**src/rtl/rcst_pkg.sv**
```systemverilog
package rcst_pkg;

    // Register map on the plain register port
    localparam int ADDR_W = 8;
    localparam int DATA_W = 8;
    localparam logic [7:0] ADDR_FLAGS = 8'h03;
    localparam logic [7:0] ADDR_RETAINED = 8'h07;
    localparam logic [7:0] ADDR_SCRATCH = 8'h08;
    localparam logic [7:0] ADDR_IRQ_STATUS = 8'h10;
    localparam logic [7:0] ADDR_IRQ_CLEAR = 8'h11;
    localparam logic [7:0] ADDR_IRQ_ENABLE = 8'h12;
    localparam logic [7:0] ADDR_SEQ_STATE = 8'h13;

    // Core flag register layout
    localparam int FLAG_TIMEOUT_BIT = 4;
    localparam int FLAG_POWERDOWN_BIT = 3;
    localparam logic [7:0] FLAGS_POR_VALUE = 8'h18;
    localparam logic [7:0] FLAGS_WRITE_MASK = 8'he7;
    localparam logic [7:0] FLAGS_PAGE_MASK = 8'he0;

    // Timeout and powerdown pairs per reset cause
    localparam logic [1:0] CAUSE_POR = 2'h3;
    localparam logic [1:0] CAUSE_MASTER_CLEAR_PIN_WAKE = 2'h2;
    localparam logic [1:0] CAUSE_WDT_RUN = 2'h1;
    localparam logic [1:0] CAUSE_WDT_WAKE = 2'h0;

    // Interrupt status bit positions
    localparam int IRQ_W = 4;
    localparam int IRQ_MASTER_CLEAR_PIN = 0;
    localparam int IRQ_WDT = 1;
    localparam int IRQ_WAKE = 2;
    localparam int IRQ_RELEASE = 3;

    // Timing
    localparam int CLOCK_HZ = 25000000;
    localparam int CLOCK_PERIOD_NS = 40;
    localparam int DRT_TIME_US = 18000;
    localparam int RC_OSC_HZ = 100000;
    localparam int DRT_TICKS = DRT_TIME_US * (RC_OSC_HZ / 1000) / 1000;
    localparam int PC_WIDTH_DEFAULT = 9;
    localparam int PIN_COUNT = 2;
    localparam int PIN_MASTER_CLEAR_PIN = 0;
    localparam int PIN_RC_OSC = 1;

    typedef enum logic [1:0] {
        RCST_HOLD_PIN,
        RCST_COUNT,
        RCST_RUN
    } rcst_state_e;

    typedef struct packed {
        logic [7:0] addr;
        logic [7:0] wdata;
        logic wr;
        logic rd;
    } rcst_bus_req_s;

    typedef struct packed {
        logic watchdog_timeout;
        logic halt_active;
        logic instr_advance;
    } rcst_core_in_s;

endpackage : rcst_pkg

```
**src/rtl/rcst_drt_timer.sv**
```systemverilog
`timescale 1ns/1ns
`default_nettype none

module rcst_drt_timer
#(
    parameter int TICKS = 1800
)
(
    input wire logic clock_in,
    input wire logic arst_n_in,
    input wire logic start_in,
    input wire logic rc_tick_in,
    output logic busy_out,
    output logic done_out
);

    localparam int CNT_W = $clog2(TICKS);

    typedef struct packed {
        logic [CNT_W-1:0] cnt;
        logic busy;
        logic done;
    } rcst_timer_s;

    rcst_timer_s r_reg;
    rcst_timer_s r_next;

    generate
        if (TICKS < 2)
        begin : g_check
            $error("rcst_drt_timer needs at least two oscillator ticks");
        end
    endgenerate

    // Counts RC oscillator ticks only, so the hold-off is independent of the core clock
    always_comb
    begin
        r_next = r_reg;
        r_next.done = 1'b0;
        if (start_in)
        begin
            r_next.cnt = '0;
            r_next.busy = 1'b1;
        end
        else if (r_reg.busy && rc_tick_in)
        begin
            if (r_reg.cnt == CNT_W'(TICKS - 1))
            begin
                r_next.busy = 1'b0;
                r_next.done = 1'b1;
            end
            else
                r_next.cnt = r_reg.cnt + CNT_W'(1);
        end
    end

    always_ff @(posedge clock_in or negedge arst_n_in)
    begin
        if (!arst_n_in)
            r_reg <= '0;
        else
            r_reg <= r_next;
    end

    assign busy_out = r_reg.busy;
    assign done_out = r_reg.done;

endmodule : rcst_drt_timer

`default_nettype wire

```
**src/rtl/rcst_pin_sync.sv**
```systemverilog
`timescale 1ns/1ns
`default_nettype none

module rcst_pin_sync
#(
    parameter int WIDTH = 2
)
(
    input wire logic clock_in,
    input wire logic arst_n_in,
    input wire logic [WIDTH-1:0] pins_in,
    output logic [WIDTH-1:0] level_out
);

    typedef struct packed {
        logic [WIDTH-1:0] s1;
        logic [WIDTH-1:0] s2;
        logic [WIDTH-1:0] s3;
        logic [WIDTH-1:0] lvl;
    } rcst_sync_s;

    rcst_sync_s r_reg;
    rcst_sync_s r_next;

    generate
        if (WIDTH < 1)
        begin : g_check
            $error("rcst_pin_sync needs at least one pin");
        end
    endgenerate

    // Level moves only once stages two and three agree, filtering one-cycle glitches
    always_comb
    begin
        r_next = r_reg;
        r_next.s1 = pins_in;
        r_next.s2 = r_reg.s1;
        r_next.s3 = r_reg.s2;
        r_next.lvl = (~(r_reg.s2 ^ r_reg.s3) & r_reg.s3) | ((r_reg.s2 ^ r_reg.s3) & r_reg.lvl);
    end

    always_ff @(posedge clock_in or negedge arst_n_in)
    begin
        if (!arst_n_in)
            r_reg <= '0;
        else
            r_reg <= r_next;
    end

    assign level_out = r_reg.lvl;

endmodule : rcst_pin_sync

`default_nettype wire

```
**src/rtl/reset_cause_and_startup_timer.sv**
```systemverilog
// Decided for this implementation: strobed register access.
`timescale 1ns/1ns
`default_nettype none

// Function
// RULE1 - Five causes: power-on, pin reset running or halted, watchdog running or halted.
// RULE2 - Retained registers are unknown at power-on and kept across other resets.
// RULE3 - Other registers take their reset state on power-on, pin and watchdog reset. Interrupt enable and status keep their values across pin and watchdog reset.
// RULE4 - Wake from halt by pin or watchdog is a full reset, no resume.
// RULE5 - Timeout and powerdown flags sit at bits 4 and 3, telling the cause.
// RULE6 - Flags: power-on 1,1; pin running kept; pin wake 1,0; watchdog 0,1 / 0,0.
// RULE7 - Flag register at 03h; power-on clears page bits, sets both cause flags.
// RULE8 - Pin or watchdog reset clears page bits, keeps zero, digit carry and carry.
// RULE9 - Reset hold-off of nominal 18 ms, counted on the internal RC oscillator.
// RULE10 - The core stays in reset while the hold-off timer counts.
// RULE11 - Hold-off starts once the master clear pin is high, then holds until done.
// RULE12 - A watchdog timeout restarts the hold-off timer as well.
// RULE13 - The system should pull master clear low during supply brown-out.
// RULE14 - Program counter is 9, 10 or 11 bits and wraps above the top.
// RULE15 - After reset the program counter starts at the last program word.
// RULE16 - A no-operation at the vector lets the counter wrap to address 000h.
// RULE17 - Latch halt status at pin or watchdog event to pick the flag encoding.
// RULE18 - Release reset synchronously when the timer expires, fetching from the vector.
module reset_cause_and_startup_timer
#(
    parameter int PC_WIDTH = rcst_pkg::PC_WIDTH_DEFAULT,
    parameter int DRT_TICKS = rcst_pkg::DRT_TICKS
)
(
    input wire logic clock_in,
    input wire logic arst_n_in,
    input wire logic master_clear_pin_n_in,
    input wire logic rc_osc_in,
    input wire rcst_pkg::rcst_core_in_s core_in,
    input wire rcst_pkg::rcst_bus_req_s bus_req_in,
    output logic [7:0] bus_rdata_out,
    output logic core_reset_out,
    output logic [PC_WIDTH-1:0] program_counter_out,
    output logic [7:0] core_flags_out,
    output logic irq_out
);

    typedef struct packed {
        rcst_pkg::rcst_state_e st;
        logic [7:0] flags;
        logic [7:0] retained;
        logic [7:0] scratch;
        logic [rcst_pkg::IRQ_W-1:0] irq_status;
        logic [rcst_pkg::IRQ_W-1:0] irq_enable;
        logic irq;
        logic halt_latch;
        logic rc_prev;
        logic [PC_WIDTH-1:0] pc;
        logic [7:0] rdata;
    } rcst_state_s;

    rcst_state_s r_reg;
    rcst_state_s r_next;

    logic [rcst_pkg::PIN_COUNT-1:0] pin_level;
    logic pin_high;
    logic rc_tick;
    logic timer_start;
    logic timer_busy;
    logic timer_done;
    logic internal_reset;
    logic [rcst_pkg::IRQ_W-1:0] irq_set;
    logic [rcst_pkg::IRQ_W-1:0] irq_clear;

    generate
        if (PC_WIDTH < 9 || PC_WIDTH > 11)
        begin : g_pc_check
            $error("program counter width must be 9, 10 or 11");
        end
    endgenerate

    rcst_pin_sync
    #(
        .WIDTH(rcst_pkg::PIN_COUNT)
    )
    u_pin_sync
    (
        .clock_in(clock_in),
        .arst_n_in(arst_n_in),
        .pins_in({rc_osc_in, master_clear_pin_n_in}),
        .level_out(pin_level)
    );

    rcst_drt_timer
    #(
        .TICKS(DRT_TICKS)
    )
    u_drt_timer
    (
        .clock_in(clock_in),
        .arst_n_in(arst_n_in),
        .start_in(timer_start),
        .rc_tick_in(rc_tick),
        .busy_out(timer_busy),
        .done_out(timer_done)
    );

    assign pin_high = pin_level[rcst_pkg::PIN_MASTER_CLEAR_PIN];
    assign rc_tick = pin_level[rcst_pkg::PIN_RC_OSC] & ~r_reg.rc_prev; // [RULE9]

    always_comb
    begin
        r_next = r_reg;
        timer_start = 1'b0;
        internal_reset = 1'b0;
        irq_set = '0;
        irq_clear = '0;
        r_next.rdata = 8'h00;
        r_next.rc_prev = pin_level[rcst_pkg::PIN_RC_OSC];

        // Sequencer; events in a cycle are ordered pin first, then watchdog
        case (r_reg.st)
            rcst_pkg::RCST_HOLD_PIN:
            begin
                // Counting waits for the pin to read high after filtering
                if (pin_high)
                begin
                    timer_start = 1'b1; // [RULE11]
                    r_next.st = rcst_pkg::RCST_COUNT;
                end
            end
            rcst_pkg::RCST_COUNT:
            begin
                if (!pin_high)
                begin
                    // Pin dropped again during hold-off: count restarts from zero later
                    r_next.st = rcst_pkg::RCST_HOLD_PIN; // [RULE11]
                end
                else if (core_in.watchdog_timeout)
                begin
                    internal_reset = 1'b1; // [RULE1]
                    irq_set[rcst_pkg::IRQ_WDT] = 1'b1;
                    r_next.halt_latch = 1'b0;
                    r_next.flags[rcst_pkg::FLAG_TIMEOUT_BIT -: 2] = rcst_pkg::CAUSE_WDT_RUN; // [RULE6]
                    timer_start = 1'b1; // [RULE12]
                end
                else if (timer_done)
                begin
                    // Release lands on a core clock edge only
                    r_next.st = rcst_pkg::RCST_RUN; // [RULE18]
                    irq_set[rcst_pkg::IRQ_RELEASE] = 1'b1;
                end
            end
            rcst_pkg::RCST_RUN:
            begin
                if (!pin_high)
                begin
                    internal_reset = 1'b1; // [RULE1]
                    irq_set[rcst_pkg::IRQ_MASTER_CLEAR_PIN] = 1'b1;
                    r_next.halt_latch = core_in.halt_active; // [RULE17]
                    if (core_in.halt_active)
                    begin
                        irq_set[rcst_pkg::IRQ_WAKE] = 1'b1;
                        r_next.flags[rcst_pkg::FLAG_TIMEOUT_BIT -: 2] = rcst_pkg::CAUSE_MASTER_CLEAR_PIN_WAKE; // [RULE6]
                    end
                    // Pin reset while running leaves both cause flags as they were
                    r_next.st = rcst_pkg::RCST_HOLD_PIN; // [RULE4]
                end
                else if (core_in.watchdog_timeout)
                begin
                    internal_reset = 1'b1; // [RULE1]
                    irq_set[rcst_pkg::IRQ_WDT] = 1'b1;
                    r_next.halt_latch = core_in.halt_active; // [RULE17]
                    if (core_in.halt_active)
                    begin
                        irq_set[rcst_pkg::IRQ_WAKE] = 1'b1;
                        r_next.flags[rcst_pkg::FLAG_TIMEOUT_BIT -: 2] = rcst_pkg::CAUSE_WDT_WAKE; // [RULE6]
                    end
                    else
                    begin
                        r_next.flags[rcst_pkg::FLAG_TIMEOUT_BIT -: 2] = rcst_pkg::CAUSE_WDT_RUN; // [RULE6]
                    end
                    timer_start = 1'b1; // [RULE12]
                    r_next.st = rcst_pkg::RCST_COUNT; // [RULE4]
                end
            end
            default:
            begin
                r_next.st = rcst_pkg::RCST_HOLD_PIN;
            end
        endcase

        // Register writes; cause flags are never software writable
        if (bus_req_in.wr)
        begin
            if (bus_req_in.addr == rcst_pkg::ADDR_FLAGS)
            begin
                r_next.flags = (r_next.flags & ~rcst_pkg::FLAGS_WRITE_MASK)
                    | (bus_req_in.wdata & rcst_pkg::FLAGS_WRITE_MASK); // [RULE5]
            end
            else if (bus_req_in.addr == rcst_pkg::ADDR_RETAINED)
            begin
                r_next.retained = bus_req_in.wdata;
            end
            else if (bus_req_in.addr == rcst_pkg::ADDR_SCRATCH)
            begin
                r_next.scratch = bus_req_in.wdata;
            end
            else if (bus_req_in.addr == rcst_pkg::ADDR_IRQ_CLEAR)
            begin
                irq_clear = bus_req_in.wdata[rcst_pkg::IRQ_W-1:0];
            end
            else if (bus_req_in.addr == rcst_pkg::ADDR_IRQ_ENABLE)
            begin
                r_next.irq_enable = bus_req_in.wdata[rcst_pkg::IRQ_W-1:0];
            end
        end

        // A reset in the same cycle overrides writes to scratch, retained word and page bits; retained word is untouched
        if (internal_reset)
        begin
            r_next.flags = r_next.flags & ~rcst_pkg::FLAGS_PAGE_MASK; // [RULE8]
            r_next.scratch = 8'h00; // [RULE3]
            r_next.retained = r_reg.retained; // [RULE2]
        end

        // Set beats clear so an event landing on a clear is not lost
        r_next.irq_status = (r_reg.irq_status & ~irq_clear) | irq_set;
        r_next.irq = |(r_next.irq_status & r_next.irq_enable);

        // Counter sits on the top word whenever the core is held
        if (r_next.st != rcst_pkg::RCST_RUN)
        begin
            r_next.pc = '1; // [RULE15]
        end
        else if (r_reg.st == rcst_pkg::RCST_RUN && core_in.instr_advance)
        begin
            // Natural overflow wraps above the implemented space, so 7ff etc. step to zero
            r_next.pc = r_reg.pc + PC_WIDTH'(1); // [RULE14] [RULE16]
        end

        // Read data stands in the cycle after the strobe only
        if (bus_req_in.rd)
        begin
            if (bus_req_in.addr == rcst_pkg::ADDR_FLAGS)
            begin
                r_next.rdata = r_reg.flags; // [RULE7]
            end
            else if (bus_req_in.addr == rcst_pkg::ADDR_RETAINED)
            begin
                r_next.rdata = r_reg.retained;
            end
            else if (bus_req_in.addr == rcst_pkg::ADDR_SCRATCH)
            begin
                r_next.rdata = r_reg.scratch;
            end
            else if (bus_req_in.addr == rcst_pkg::ADDR_IRQ_STATUS)
            begin
                r_next.rdata = {4'h0, r_reg.irq_status};
            end
            else if (bus_req_in.addr == rcst_pkg::ADDR_IRQ_ENABLE)
            begin
                r_next.rdata = {4'h0, r_reg.irq_enable};
            end
            else if (bus_req_in.addr == rcst_pkg::ADDR_SEQ_STATE)
            begin
                r_next.rdata = {4'h0, r_reg.st, r_reg.halt_latch, timer_busy};
            end
            else
            begin
                r_next.rdata = 8'h00;
            end
        end
    end

    // Power-on: flags 0001_1000 with zero/digit carry/carry taken as 0
    always_ff @(posedge clock_in or negedge arst_n_in)
    begin
        if (!arst_n_in)
        begin
            r_reg <= '0;
            r_reg.st <= rcst_pkg::RCST_HOLD_PIN;
            r_reg.flags <= rcst_pkg::FLAGS_POR_VALUE; // [RULE7] [RULE6]
            r_reg.pc <= '1; // [RULE15]
        end
        else
        begin
            r_reg <= r_next;
        end
    end

    // Core held from any state but running, including the whole count
    assign core_reset_out = (r_reg.st != rcst_pkg::RCST_RUN); // [RULE10]
    assign program_counter_out = r_reg.pc;
    assign core_flags_out = r_reg.flags;
    assign bus_rdata_out = r_reg.rdata;
    assign irq_out = r_reg.irq;

endmodule : reset_cause_and_startup_timer

`default_nettype wire
```
**config.mk**
```make
export PLATFORM = sky130hd
export DESIGN_NAME = reset_cause_and_startup_timer
export DESIGN_NICKNAME = d
export VERILOG_FILES = /design/src/rtl/rcst_pkg.sv /design/src/rtl/rcst_drt_timer.sv /design/src/rtl/rcst_pin_sync.sv /design/src/rtl/reset_cause_and_startup_timer.sv
export SDC_FILE = /design/constraint.sdc
export NUM_CORES = 1
export LEC_CHECK = 0
export BUFFER_PORTS_ARGS = -buffer_cell sky130_fd_sc_hd__buf_2
export CORE_ASPECT_RATIO = 0.8
export CORE_MARGIN = 5
export CORE_UTILIZATION = 39
export CTS_CLUSTER_DIAMETER = 40
export DETAILED_ROUTE_END_ITERATION = 16
export PLACE_DENSITY = 0.57
export RECOVER_POWER = 100
export SYNTH_ARGS = -nofsm -noshare
export SYNTH_HDL_FRONTEND = slang
export SYNTH_HIERARCHICAL = 1
export SYNTH_SLANG_ARGS = --single-unit
```
**constraint.sdc**
```tcl
create_clock -name clock_in -period 4.7 [get_ports clock_in]
set_input_delay 0 -clock clock_in [delete_from_list [all_inputs] [get_ports clock_in]]
set_output_delay 0 -clock clock_in [all_outputs]
set_load 0.02 [all_outputs]
```
# Yosys cells after proc, flatten, opt, wreduce, memory -nomap -nowiden
# Cells that the tools add are included.
# word_totals
reg_bits,75
inputBits,25
output_inout_bits,27
# op_classes
addsub,2
n_eq_ne,18
mux,69
bitwise_logic,14
reduce_logical,18
# op_table
op,n
2-to-1 mux 8 bit,8
2-to-1 mux 4 bit,14
2-to-1 mux 24 bit,2
== test 8 x 5 -> 1 bit (second input constant),4
2-to-1 mux 2 bit,13
2-to-1 mux 1 bit,20
2-to-1 mux 9 bit,2
2-to-1 mux 16 bit,1
nonzero test 2 bit,7
2-to-1 mux 13 bit,1
2-to-1 mux 12 bit,1
!= test 2 bit (second input constant),6
AND reduction 4 bit,3
adder 11 x 1 -> 11 bit (second input constant),1
== test 11 bit (second input constant),1
2-to-1 mux 11 bit,1
adder 9 x 1 -> 9 bit (second input constant),1
bitwise AND 4 bit,2
== test 8 x 2 -> 1 bit (second input constant),1
== test 8 x 3 -> 1 bit (second input constant),1
== test 8 x 4 -> 1 bit (second input constant),1
bitwise OR 5 x 8 -> 8 bit,1
case mux 1 bit (2 select lines),4
case mux 2 bit (3 select lines),1
18 further kinds,24

# Logic depth before layout (Yosys ltp)
# Gate-level depths: netlist of run 1.
# depth
ltp_word,11
ltp_mapped,9
depth_no_buf,8

# Hierarchy
# The synthesis of run 1 kept the hierarchy.
# modules_own_cells
mod,n_inst,cells_each,area_per_inst_um2,seq_area_each_um2
reset_cause_and_startup_timer,1,305,2949.1,1365.1
rcst_drt_timer,1,70,698.2,325.3
rcst_pin_sync,1,12,237.7,200.2

# Least setup slack after synthesis of run 1
# OpenSTA, ideal clock, no wires.
# synth_path
path_kind,reg2reg
start,register r_reg[52] in the netlist's numbering
end,register u_drt_timer.r_reg (netlist bit u_drt_timer/busy_out)
setup_ns,0.116
t_arrival_ns,2.207
t_required_ns,4.584
path_slack_ns,2.377
stages_incl_launch_ff,10
period_less_slack_ns,2.323
path_cell_list,dfrtp_1 inv_1 ha_1 a21oi_1 nor3b_1 buf_6 or4b_4 or3_4 nor2_4 nor2_2
# synth_via
elab_chain_len,5
elab_cells_between_ends,9
classes_between,eq/ne (2); mux (2); reduce/logical (5)
# synth_rtl
element,line_no,text
from (decl),reset_cause_and_startup_timer.sv:57,rcst_state_s r_reg;
from (signal assigned),reset_cause_and_startup_timer.sv:283,r_reg <= r_next;
== test 2 bit / == test 2 x 1 -> 1 bit (equally long branches),reset_cause_and_startup_timer.sv:117,case (r_reg.st)
OR reduction 2 bit (no source line),--,
case mux 1 bit (2 select lines) (*),reset_cause_and_startup_timer.sv:117,
via timer_start,reset_cause_and_startup_timer.sv:63,logic timer_start;
nonzero test 2 bit (no source line),--,
AND reduction 2 bit (no source line),--,
to (signal assigned),rcst_drt_timer.sv:62,r_reg <= r_next;
to (decl),rcst_drt_timer.sv:25,rcst_timer_s r_reg;
# The timed path passes the listed nets; every way through them passes the cells marked *.
# A chain may end at the register's enable or synchronous reset.

# Worst setup path after layout of run 1
# layout_path
start,register r_reg[52] in the netlist's numbering
end,register u_drt_timer/r_reg[10] in the netlist's numbering
# layout_via
elab_chain_len,5
elab_cells_between_ends,9
classes_between,eq/ne (3); mux (2); reduce/logical (4)
# layout_rtl
element,line_no
== test 2 bit / == test 2 x 1 -> 1 bit (equally long branches),reset_cause_and_startup_timer.sv:117
OR reduction 2 bit (no source line),--
case mux 1 bit (2 select lines) (*),reset_cause_and_startup_timer.sv:117
via timer_start,reset_cause_and_startup_timer.sv:63
!= test 2 bit (no source line) / nonzero test 2 bit (equally long branches),--
AND reduction 2 bit (no source line),--
# Marked as above.

==> metrics.md, run 1 <==
| Metric | Value |
|---|---|
| # H-tree levels | 3 |
| Synthesized area | 3880 um^2 |
| Vias in the first global route | 2823 |
| Total clock buffers created by CTS | 9 |
| Total clock sinks | 75 |
| Core Util, Final | 44.9% |
| CTS Buffer Depth | 2 |
| Die footprint | 12100 um^2 |
| Clock power frac | 40.8% |
| PortBufs | 51 |
| Initial antenna violation count | 0 |
| First-pass GRT wire length | 14600 um |
| GRT Total Usage | 15.2% |
| Most common flop cell mapped by yosys | dfrtp_1 |
| Startpoint Class | register |
| Max FFs per register | 28 |
| Final Net Count | 450 |
| Number of max-cap violations | 2 |
| Sequential area share after synthesis | 48.7% |
| Final hold vios | 0 |
| Number of remaining DRC errors | 0 |
| CP Class | reg -> reg |
| Status | complete, but fails checks |
| Largest net degree at the start of global routing | 76 |
| Crit-path cells | inv_1 -> ha_1 -> a21oi_1 -> nor3b_1 -> or4b_1 -> o31ai_1 -> o21ai_0 -> o41ai_1 |
| Synthesized area per cell | 10.0 um^2 |
| Iter 0 DRT Violations | 235 |
| Synth warn | 6 |
| Synth top area cells | dfrtp_1, dfstp_2, buf_4 |
| Crit path DAT | 3070 ps |
| DP HPWL | 6080 um |
| Max Freq | 0.351 GHz |
| Pre-antenna DRT Iters | 5 |
| Post-synth ARST share | 100% |
| Synth top area share | 41.2% |
| Critical path capture point type | register |
| Cell internal pwr | 1190 uW |
| Post-synthesis net count | 418 |
| Postcts setup bufs | 0 |
| Synth Register Bits | 75 |
| GPL Wtd Cong | 0.863 |
| Share of layout cells above drive strength 1 | 14.7% |
| Vias/cell | 5.21 |
| Filler cell count | 985 |
| Min Tclk post-route | 2850 ps |
| Failing checks | capacitance limit, slew limit |
| Cell Rows | 32 |
| Clock-pin slew on the worst setup and hold paths | 60 ps |
| Finish-stage setup viols | 0 |
| Sequential power share | 44.6% |
| Root buffer cell | clkbuf_16 |
| Pwr Total | 1630 uW |
| Initial Utilization | 40.1% |
| Hold WC Path Type | in -> reg |
| Switch Pwr | 437 uW |
| Logic pwr share | 14.6% |
| Setup tns final | 0 ps |
| Worst-path fanout max | 9 |
| Slowest-stage cell, CP | o31ai_1 |
| Vias | 2908 |
| Period utilization | 60.6% |
| Slew HR | -21.4% |
| Post-CTS Resized | 0 |
| Antenna Nets Post-Route | 0 |
| Skew final | 6.62 ps |
| Multi-input logic area | 1620 um^2 |
| VDD IR max | 0.186 mV |
| Leak pwr | 0.00188 uW |
| Gr ovfl total | 0 |
| Drt wl/cell | 15.9 um |
| Switching share of power | 26.9% |
| Die H | 99.3 um |
| Register area | 1890 um^2 |
| # diodes | 0 |
| Synth Instances | 387 |
| Pwr/cell area | 374 nW/um^2 |
| Netlist cell types | 58 |
| Clk_lat worst skew | 330 ps |
| Unrepaired setup endpoints after global routing | no |
| WL final | 8850 um |
| CP required | 4920 ps |
| Pins Over Slew Limit | 93 |
| Post-synth EDFFs | 0 |
| CP peak stage delay | 690 ps |
| Die X | 122 um |
| Core ar. | 9690 um^2 |
| Cell accounting for the most synthesized area | dfrtp_1 |
| I/O pin cnt | 52 |
| CTS tree | done |
| Area Overhead vs Synth | 12.0% |
| Worst-margin pin slew | 1820 ps |
-- synthesized netlist by cell type (all sizes together), types with 2 or more instances --
master   n
dfrtp   64
nand2   47
buf     33
o21ai   28
a21oi   24
nand3   24
nor2    17
mux2    12
dfstp   11
clkbuf  10
inv     10
mux2i    9
nand4    9
xor2     7
a31oi    6
ha       6
nor3     6
or3      6
o41ai    5
o22ai    4
o31ai    4
a22oi    3
a41oi    3
and3     3
nand2b   3
nand3b   3
nor3b    3
or4b     3
xnor2    3
a21o     2
and3b    2
and4     2
maj3     2
nor2b    2
or3b     2
-- what timing repair did --
item                                   CTS  global route
setup endpoints to repair                0             0
endpoints found under the hold margin   96             0
hold buffers                            13             0
-- power by group through the flow --
stage,sequential (uW),combinational [uW],clock [uW]
after detailed placement,736,238,0
final,726,237,664
after CTS,725,247,688
after floorplan,723,183,0
after global routing,731,265,711
after global placement,733,233,0
-- metrics by stage --
step                setup WS [ps]  hold WS, ps  std cells  area (um^2)
floorplan                    2380         -296        387         3880
global placement             2200          110        531         4040
detailed placement           2130          110        531         4040
CTS                          2120         29.9        558         4450
global route                 1640         72.8        558         4350
finish                       1850         36.9        558         4350
-- critical path: cells and delay by family (launching register included) --
kind,cells,cell delay (ps)
DFF,1,430
and+or+nand+nor,2,670
AOI/OAI and AO/OA,4,1150
buffers and inverters,1,110
adders and majority gates,1,380
-- placed cells by master, fill, tap and decap left out, types with 3 or more instances in the layout --
master / n
a21oi_1: 24
a22oi_1: 3
a31oi_1: 6
a41oi_1: 3
and3_1: 3
buf_2: 21
clkbuf_1: 30
clkbuf_16: 9
dfrtp_1: 64
dfstp_2: 11
dlygate4sd3_1: 13
ha_1: 6
inv_1: 10
mux2_1: 3
mux2_2: 9
mux2i_1: 9
nand2_1: 47
nand2b_1: 3
nand3_1: 24
nand3b_1: 3
nand4_1: 9
nor2_1: 15
nor3_1: 6
nor3b_1: 3
o21ai_0: 28
o22ai_1: 4
o31ai_1: 4
o41ai_1: 4
or3_1: 5
or4b_1: 3
xnor2_1: 3
xor2_1: 7
-- area by class of cell --
type | instances | area share (%)
flip-flops and latches | 75 | 43.4
multi-input cells | 259 | 37.3
repair buffers | 64 | 8.02
clock buffers | 11 | 5.58
well taps | 136 | 3.91
clock inverters | 3 | 0.920
inverters | 10 | 0.862
-- routing by layer --
metal	GRT usage [%]	wire, um
met1	22.3	4480
met2	22.0	3860
met3	4.26	427
met4	4.13	85
met5	0	0
-- logic make-up (layout without fill, tap and decap cells) --
kind of cell	Yosys count	in the layout	synth area share (%)
fa+ha+maj	8	8	2.51
flops	75	75	48.7
mux	21	21	6.09
simple gates	137	137	18.8
compound gates	83	83	13.5
buf+inv	53	88	8.12
xor+xnor	10	10	2.25
-- final timing paths --
kind,from,end,slack [ps],cells past startpoint
setup / recovery,r_reg[52],u_drt_timer/r_reg[10],1850,8
hold reg to reg,u_pin_sync/r_next[5],u_pin_sync/r_next[3],350,0
max in group asynchronous,arst_n_in,core_flags_out[0],2920,2
setup reg to reg,r_reg[52],u_drt_timer/r_reg[10],1850,8
hold / removal,bus_req_in[15],r_reg[21],40,4
min in group asynchronous,arst_n_in,u_drt_timer/r_reg[7],710,2
(Power assumes the default switching activity.)
==> inputs of run 2 (changes only) <==
Settings changed: ABC_AREA from default to 1, PLACE_DENSITY 0.57 to 0.58.
Clock period 4.7 ns to 2.3 ns, I/O delays scaled along.
==> run 2 against run 1 <==
  * The flow now finishes without violations
  * Sequential cell count unchanged
  * Clock power is 100% higher
  * Critical path depth is 5 higher
  * Cell count rose by 30%
  * Clock skew barely moved
  * Highest routed layer unchanged
==> metrics.md, run 2 <==
| Metric | Value |
|---|---|
| GRT Total Usage | 15.7% |
| Total clock sinks | 75 |
| Initial Utilization | 39.4% |
| Hold WC Path Type | in -> reg |
| Min Tclk post-route | 2110 ps |
| VDD IR max | 0.363 mV |
| CP peak stage delay | 400 ps |
| Pre-antenna DRT Iters | 4 |
| Adder-Cell Fraction of Synth Area | 1.77% |
| Synth warn | 6 |
| Total clock buffers created by CTS | 9 |
| Top cells by count, synth | nand2_1, dfrtp_1, inv_1 |
| Initial antenna violation count | 0 |
| Status | finished clean |
| # diodes | 0 |
| Finish-stage setup viols | 0 |
| WL final | 9410 um |
| I/O pin cnt | 52 |
| Synth Instances | 530 |
| Post-synth ARST share | 100% |
| CTS Buffer Depth | 2 |
| Post-synthesis net count | 561 |
| Filler cell count | 1089 |
| Antenna Nets Post-Route | 0 |
| Cell with the most instances after synthesis | nand2_1 |
| Synthesized area per cell | 8.01 um^2 |
| Final Net Count | 607 |
| Synth top area cells | dfrtp_1, nand2_1, dfstp_2 |
| Die footprint | 13100 um^2 |
| Gr ovfl total | 0 |
| Crit path DAT | 2360 ps |
| Vias in the first global route | 3265 |
| Most common flop cell mapped by yosys | dfrtp_1 |
| First-pass GRT wire length | 16400 um |
| CP Class | reg -> reg |
| Leak pwr | 0.00242 uW |
| Crit-path cells | inv_1 -> ha_1 -> inv_1 -> nor2_2 -> inv_1 -> a21oi_4 -> nor2_1 -> nand2_4 -> nor2_1 -> nand2_4 -> nand2_8 -> inv_6 -> a21oi_1 |
| Clk_lat worst skew | 330 ps |
| Postcts setup bufs | 0 |
| GPL Wtd Cong | 0.848 |
| Share of layout cells above drive strength 1 | 15.5% |
| Largest family of logic cells by synthesized area | simple AND/OR/NAND/NOR gates |
| Vias/cell | 4.72 |
| Worst-path fanout max | 7 |
| Die H | 103 um |
| Commonest non-fill, non-tap cells in the layout | nand2_1, inv_1, dfrtp_1 |
| PortBufs | 51 |
| CP required | 2550 ps |
| Simple-Gate Fraction of Synth Area | 29.6% |
| Vias | 3422 |
| Critical path capture point type | register |
| Pwr/cell area | 717 nW/um^2 |
| Startpoint Class | register |
| Max FFs per register | 28 |
| Drt wl/cell | 13.0 um |
| Clock-pin slew on the worst setup and hold paths | 60 ps |
| Max Freq | 0.475 GHz |
| Cell accounting for the most synthesized area | dfrtp_1 |
| Synthesized area | 4240 um^2 |
| Setup tns final | 0 ps |
| Pins Over Slew Limit | 0 |
| Die X | 127 um |
| Post-synth EDFFs | 0 |
| Final hold vios | 0 |
| Synth top area share | 37.7% |
| Synth Register Bits | 75 |
| CTS tree | done |
| Iter 0 DRT Violations | 315 |
| Slowest-stage cell, CP | dfrtp_1 |
| Post-synthesis xor/xnor area fraction | 1.24% |
| DP HPWL | 6830 um |
| Slew HR | 34.7% |
| Skew final | 6.62 ps |
| DP Worst Slack | 55.0 ps |
| Core ar. | 10800 um^2 |
| Slack of the critical path | 194 ps |
| Compound-cell area share of the yosys netlist | 9.94% |
| Netlist cell types | 42 |
| Most common cell after layout, fill and taps aside | nand2_1 |
| Unrepaired setup endpoints after global routing | no |
| Sequential area share after synthesis | 44.6% |
| Most common cell on crit path | inv_1 |
| # H-tree levels | 3 |
| Number of remaining DRC errors | 0 |
| Root buffer cell | clkbuf_16 |
| Post-synthesis mux area share | 0% |
| Largest net degree at the start of global routing | 76 |
| Critical path's top delay family | simple AND/OR/NAND/NOR gates |
| Period utilization | 91.6% |
| Worst-margin pin slew | 979 ps |
| Area Overhead vs Synth | 12.4% |
| Cell Rows | 34 |
| Number of max-cap violations | 0 |
| Buf/Inv on CP | 4 |
## run 2: final timing paths
| check | from | endpoint | slack [ps] | cells past startpoint |
|---|---|---|---|---|
| max | r_reg[52] | u_drt_timer/r_reg[2] | 190 | 13 |
| min | bus_req_in[1] | r_reg[22] | 80 | 3 |
| max reg2reg | r_reg[52] | u_drt_timer/r_reg[2] | 190 | 13 |
| min reg2reg | u_pin_sync/r_next[5] | u_pin_sync/r_next[3] | 350 | 0 |
| max in group asynchronous | arst_n_in | r_reg[53] | 1280 | 2 |
| min in group asynchronous | arst_n_in | r_reg[24] | 350 | 2 |
## run 2: cells by family (layout without fill, tap and decap cells)
logic type | count (synthesis) | after routing
DFF | 75 | 75
adders and majority gates | 6 | 6
xor gates and xnor gates | 6 | 6
and+or+nand+nor | 267 | 267
buffers and inverters | 106 | 157
AOI/OAI and AO/OA | 70 | 70
## run 2: worst min-delay path, stage by stage
cell	delay (ps)
buf_2	200
nand2_1	100
nand2_1	60
## run 2: layout make-up
| type | count | area [um^2] | area share, % |
|---|---|---|---|
| clock buffer | 11 | 253 | 5.30 |
| clock inverter | 5 | 36.3 | 0.761 |
| inverter | 74 | 297 | 6.22 |
| multi-input combinational | 349 | 1740 | 36.5 |
| sequential | 75 | 1890 | 39.7 |
| tap | 144 | 180 | 3.78 |
| timing repair buffer | 67 | 372 | 7.79 |
## run 2: per-layer routing
metal / vias up / global-route usage, % / wire length [um]
met5: - / 0 / 0
met4: 0 / 5.28 / 172
met3: 11 / 4.00 / 462
met2: 75 / 23.8 / 4110
met1: 1581 / 22.1 / 4670
li1: 1755 / - / -
## run 2: stage by stage
stage | hold WS, ps | area, um^2 | instances | utilization [%] | total power, uW
after floorplan | -296 | 4240 | 530 | - | 1930
after global placement | 108 | 4450 | 696 | 41.4 | 2100
after detailed placement | 110 | 4450 | 696 | 41.4 | 2110
after CTS | 67.0 | 4870 | 725 | 45.3 | 3490
after global routing | 89.6 | 4770 | 725 | 44.3 | 3630
final | 75.2 | 4770 | 725 | 44.3 | 3420
## run 2: repair_timing
action	4_1_cts	5_1_grt
endpoints found under the setup margin	0	11
resized for setup	0	4
hold endpoints to repair	91	0
hold buffers	13	0
## run 2: power by group
group	switching (uW)	leakage, uW	internal (uW)	total (uW)
logic	380	0.00132	204	584
clock network	544	0.000134	790	1330
registers	80.8	0.000961	1420	1500
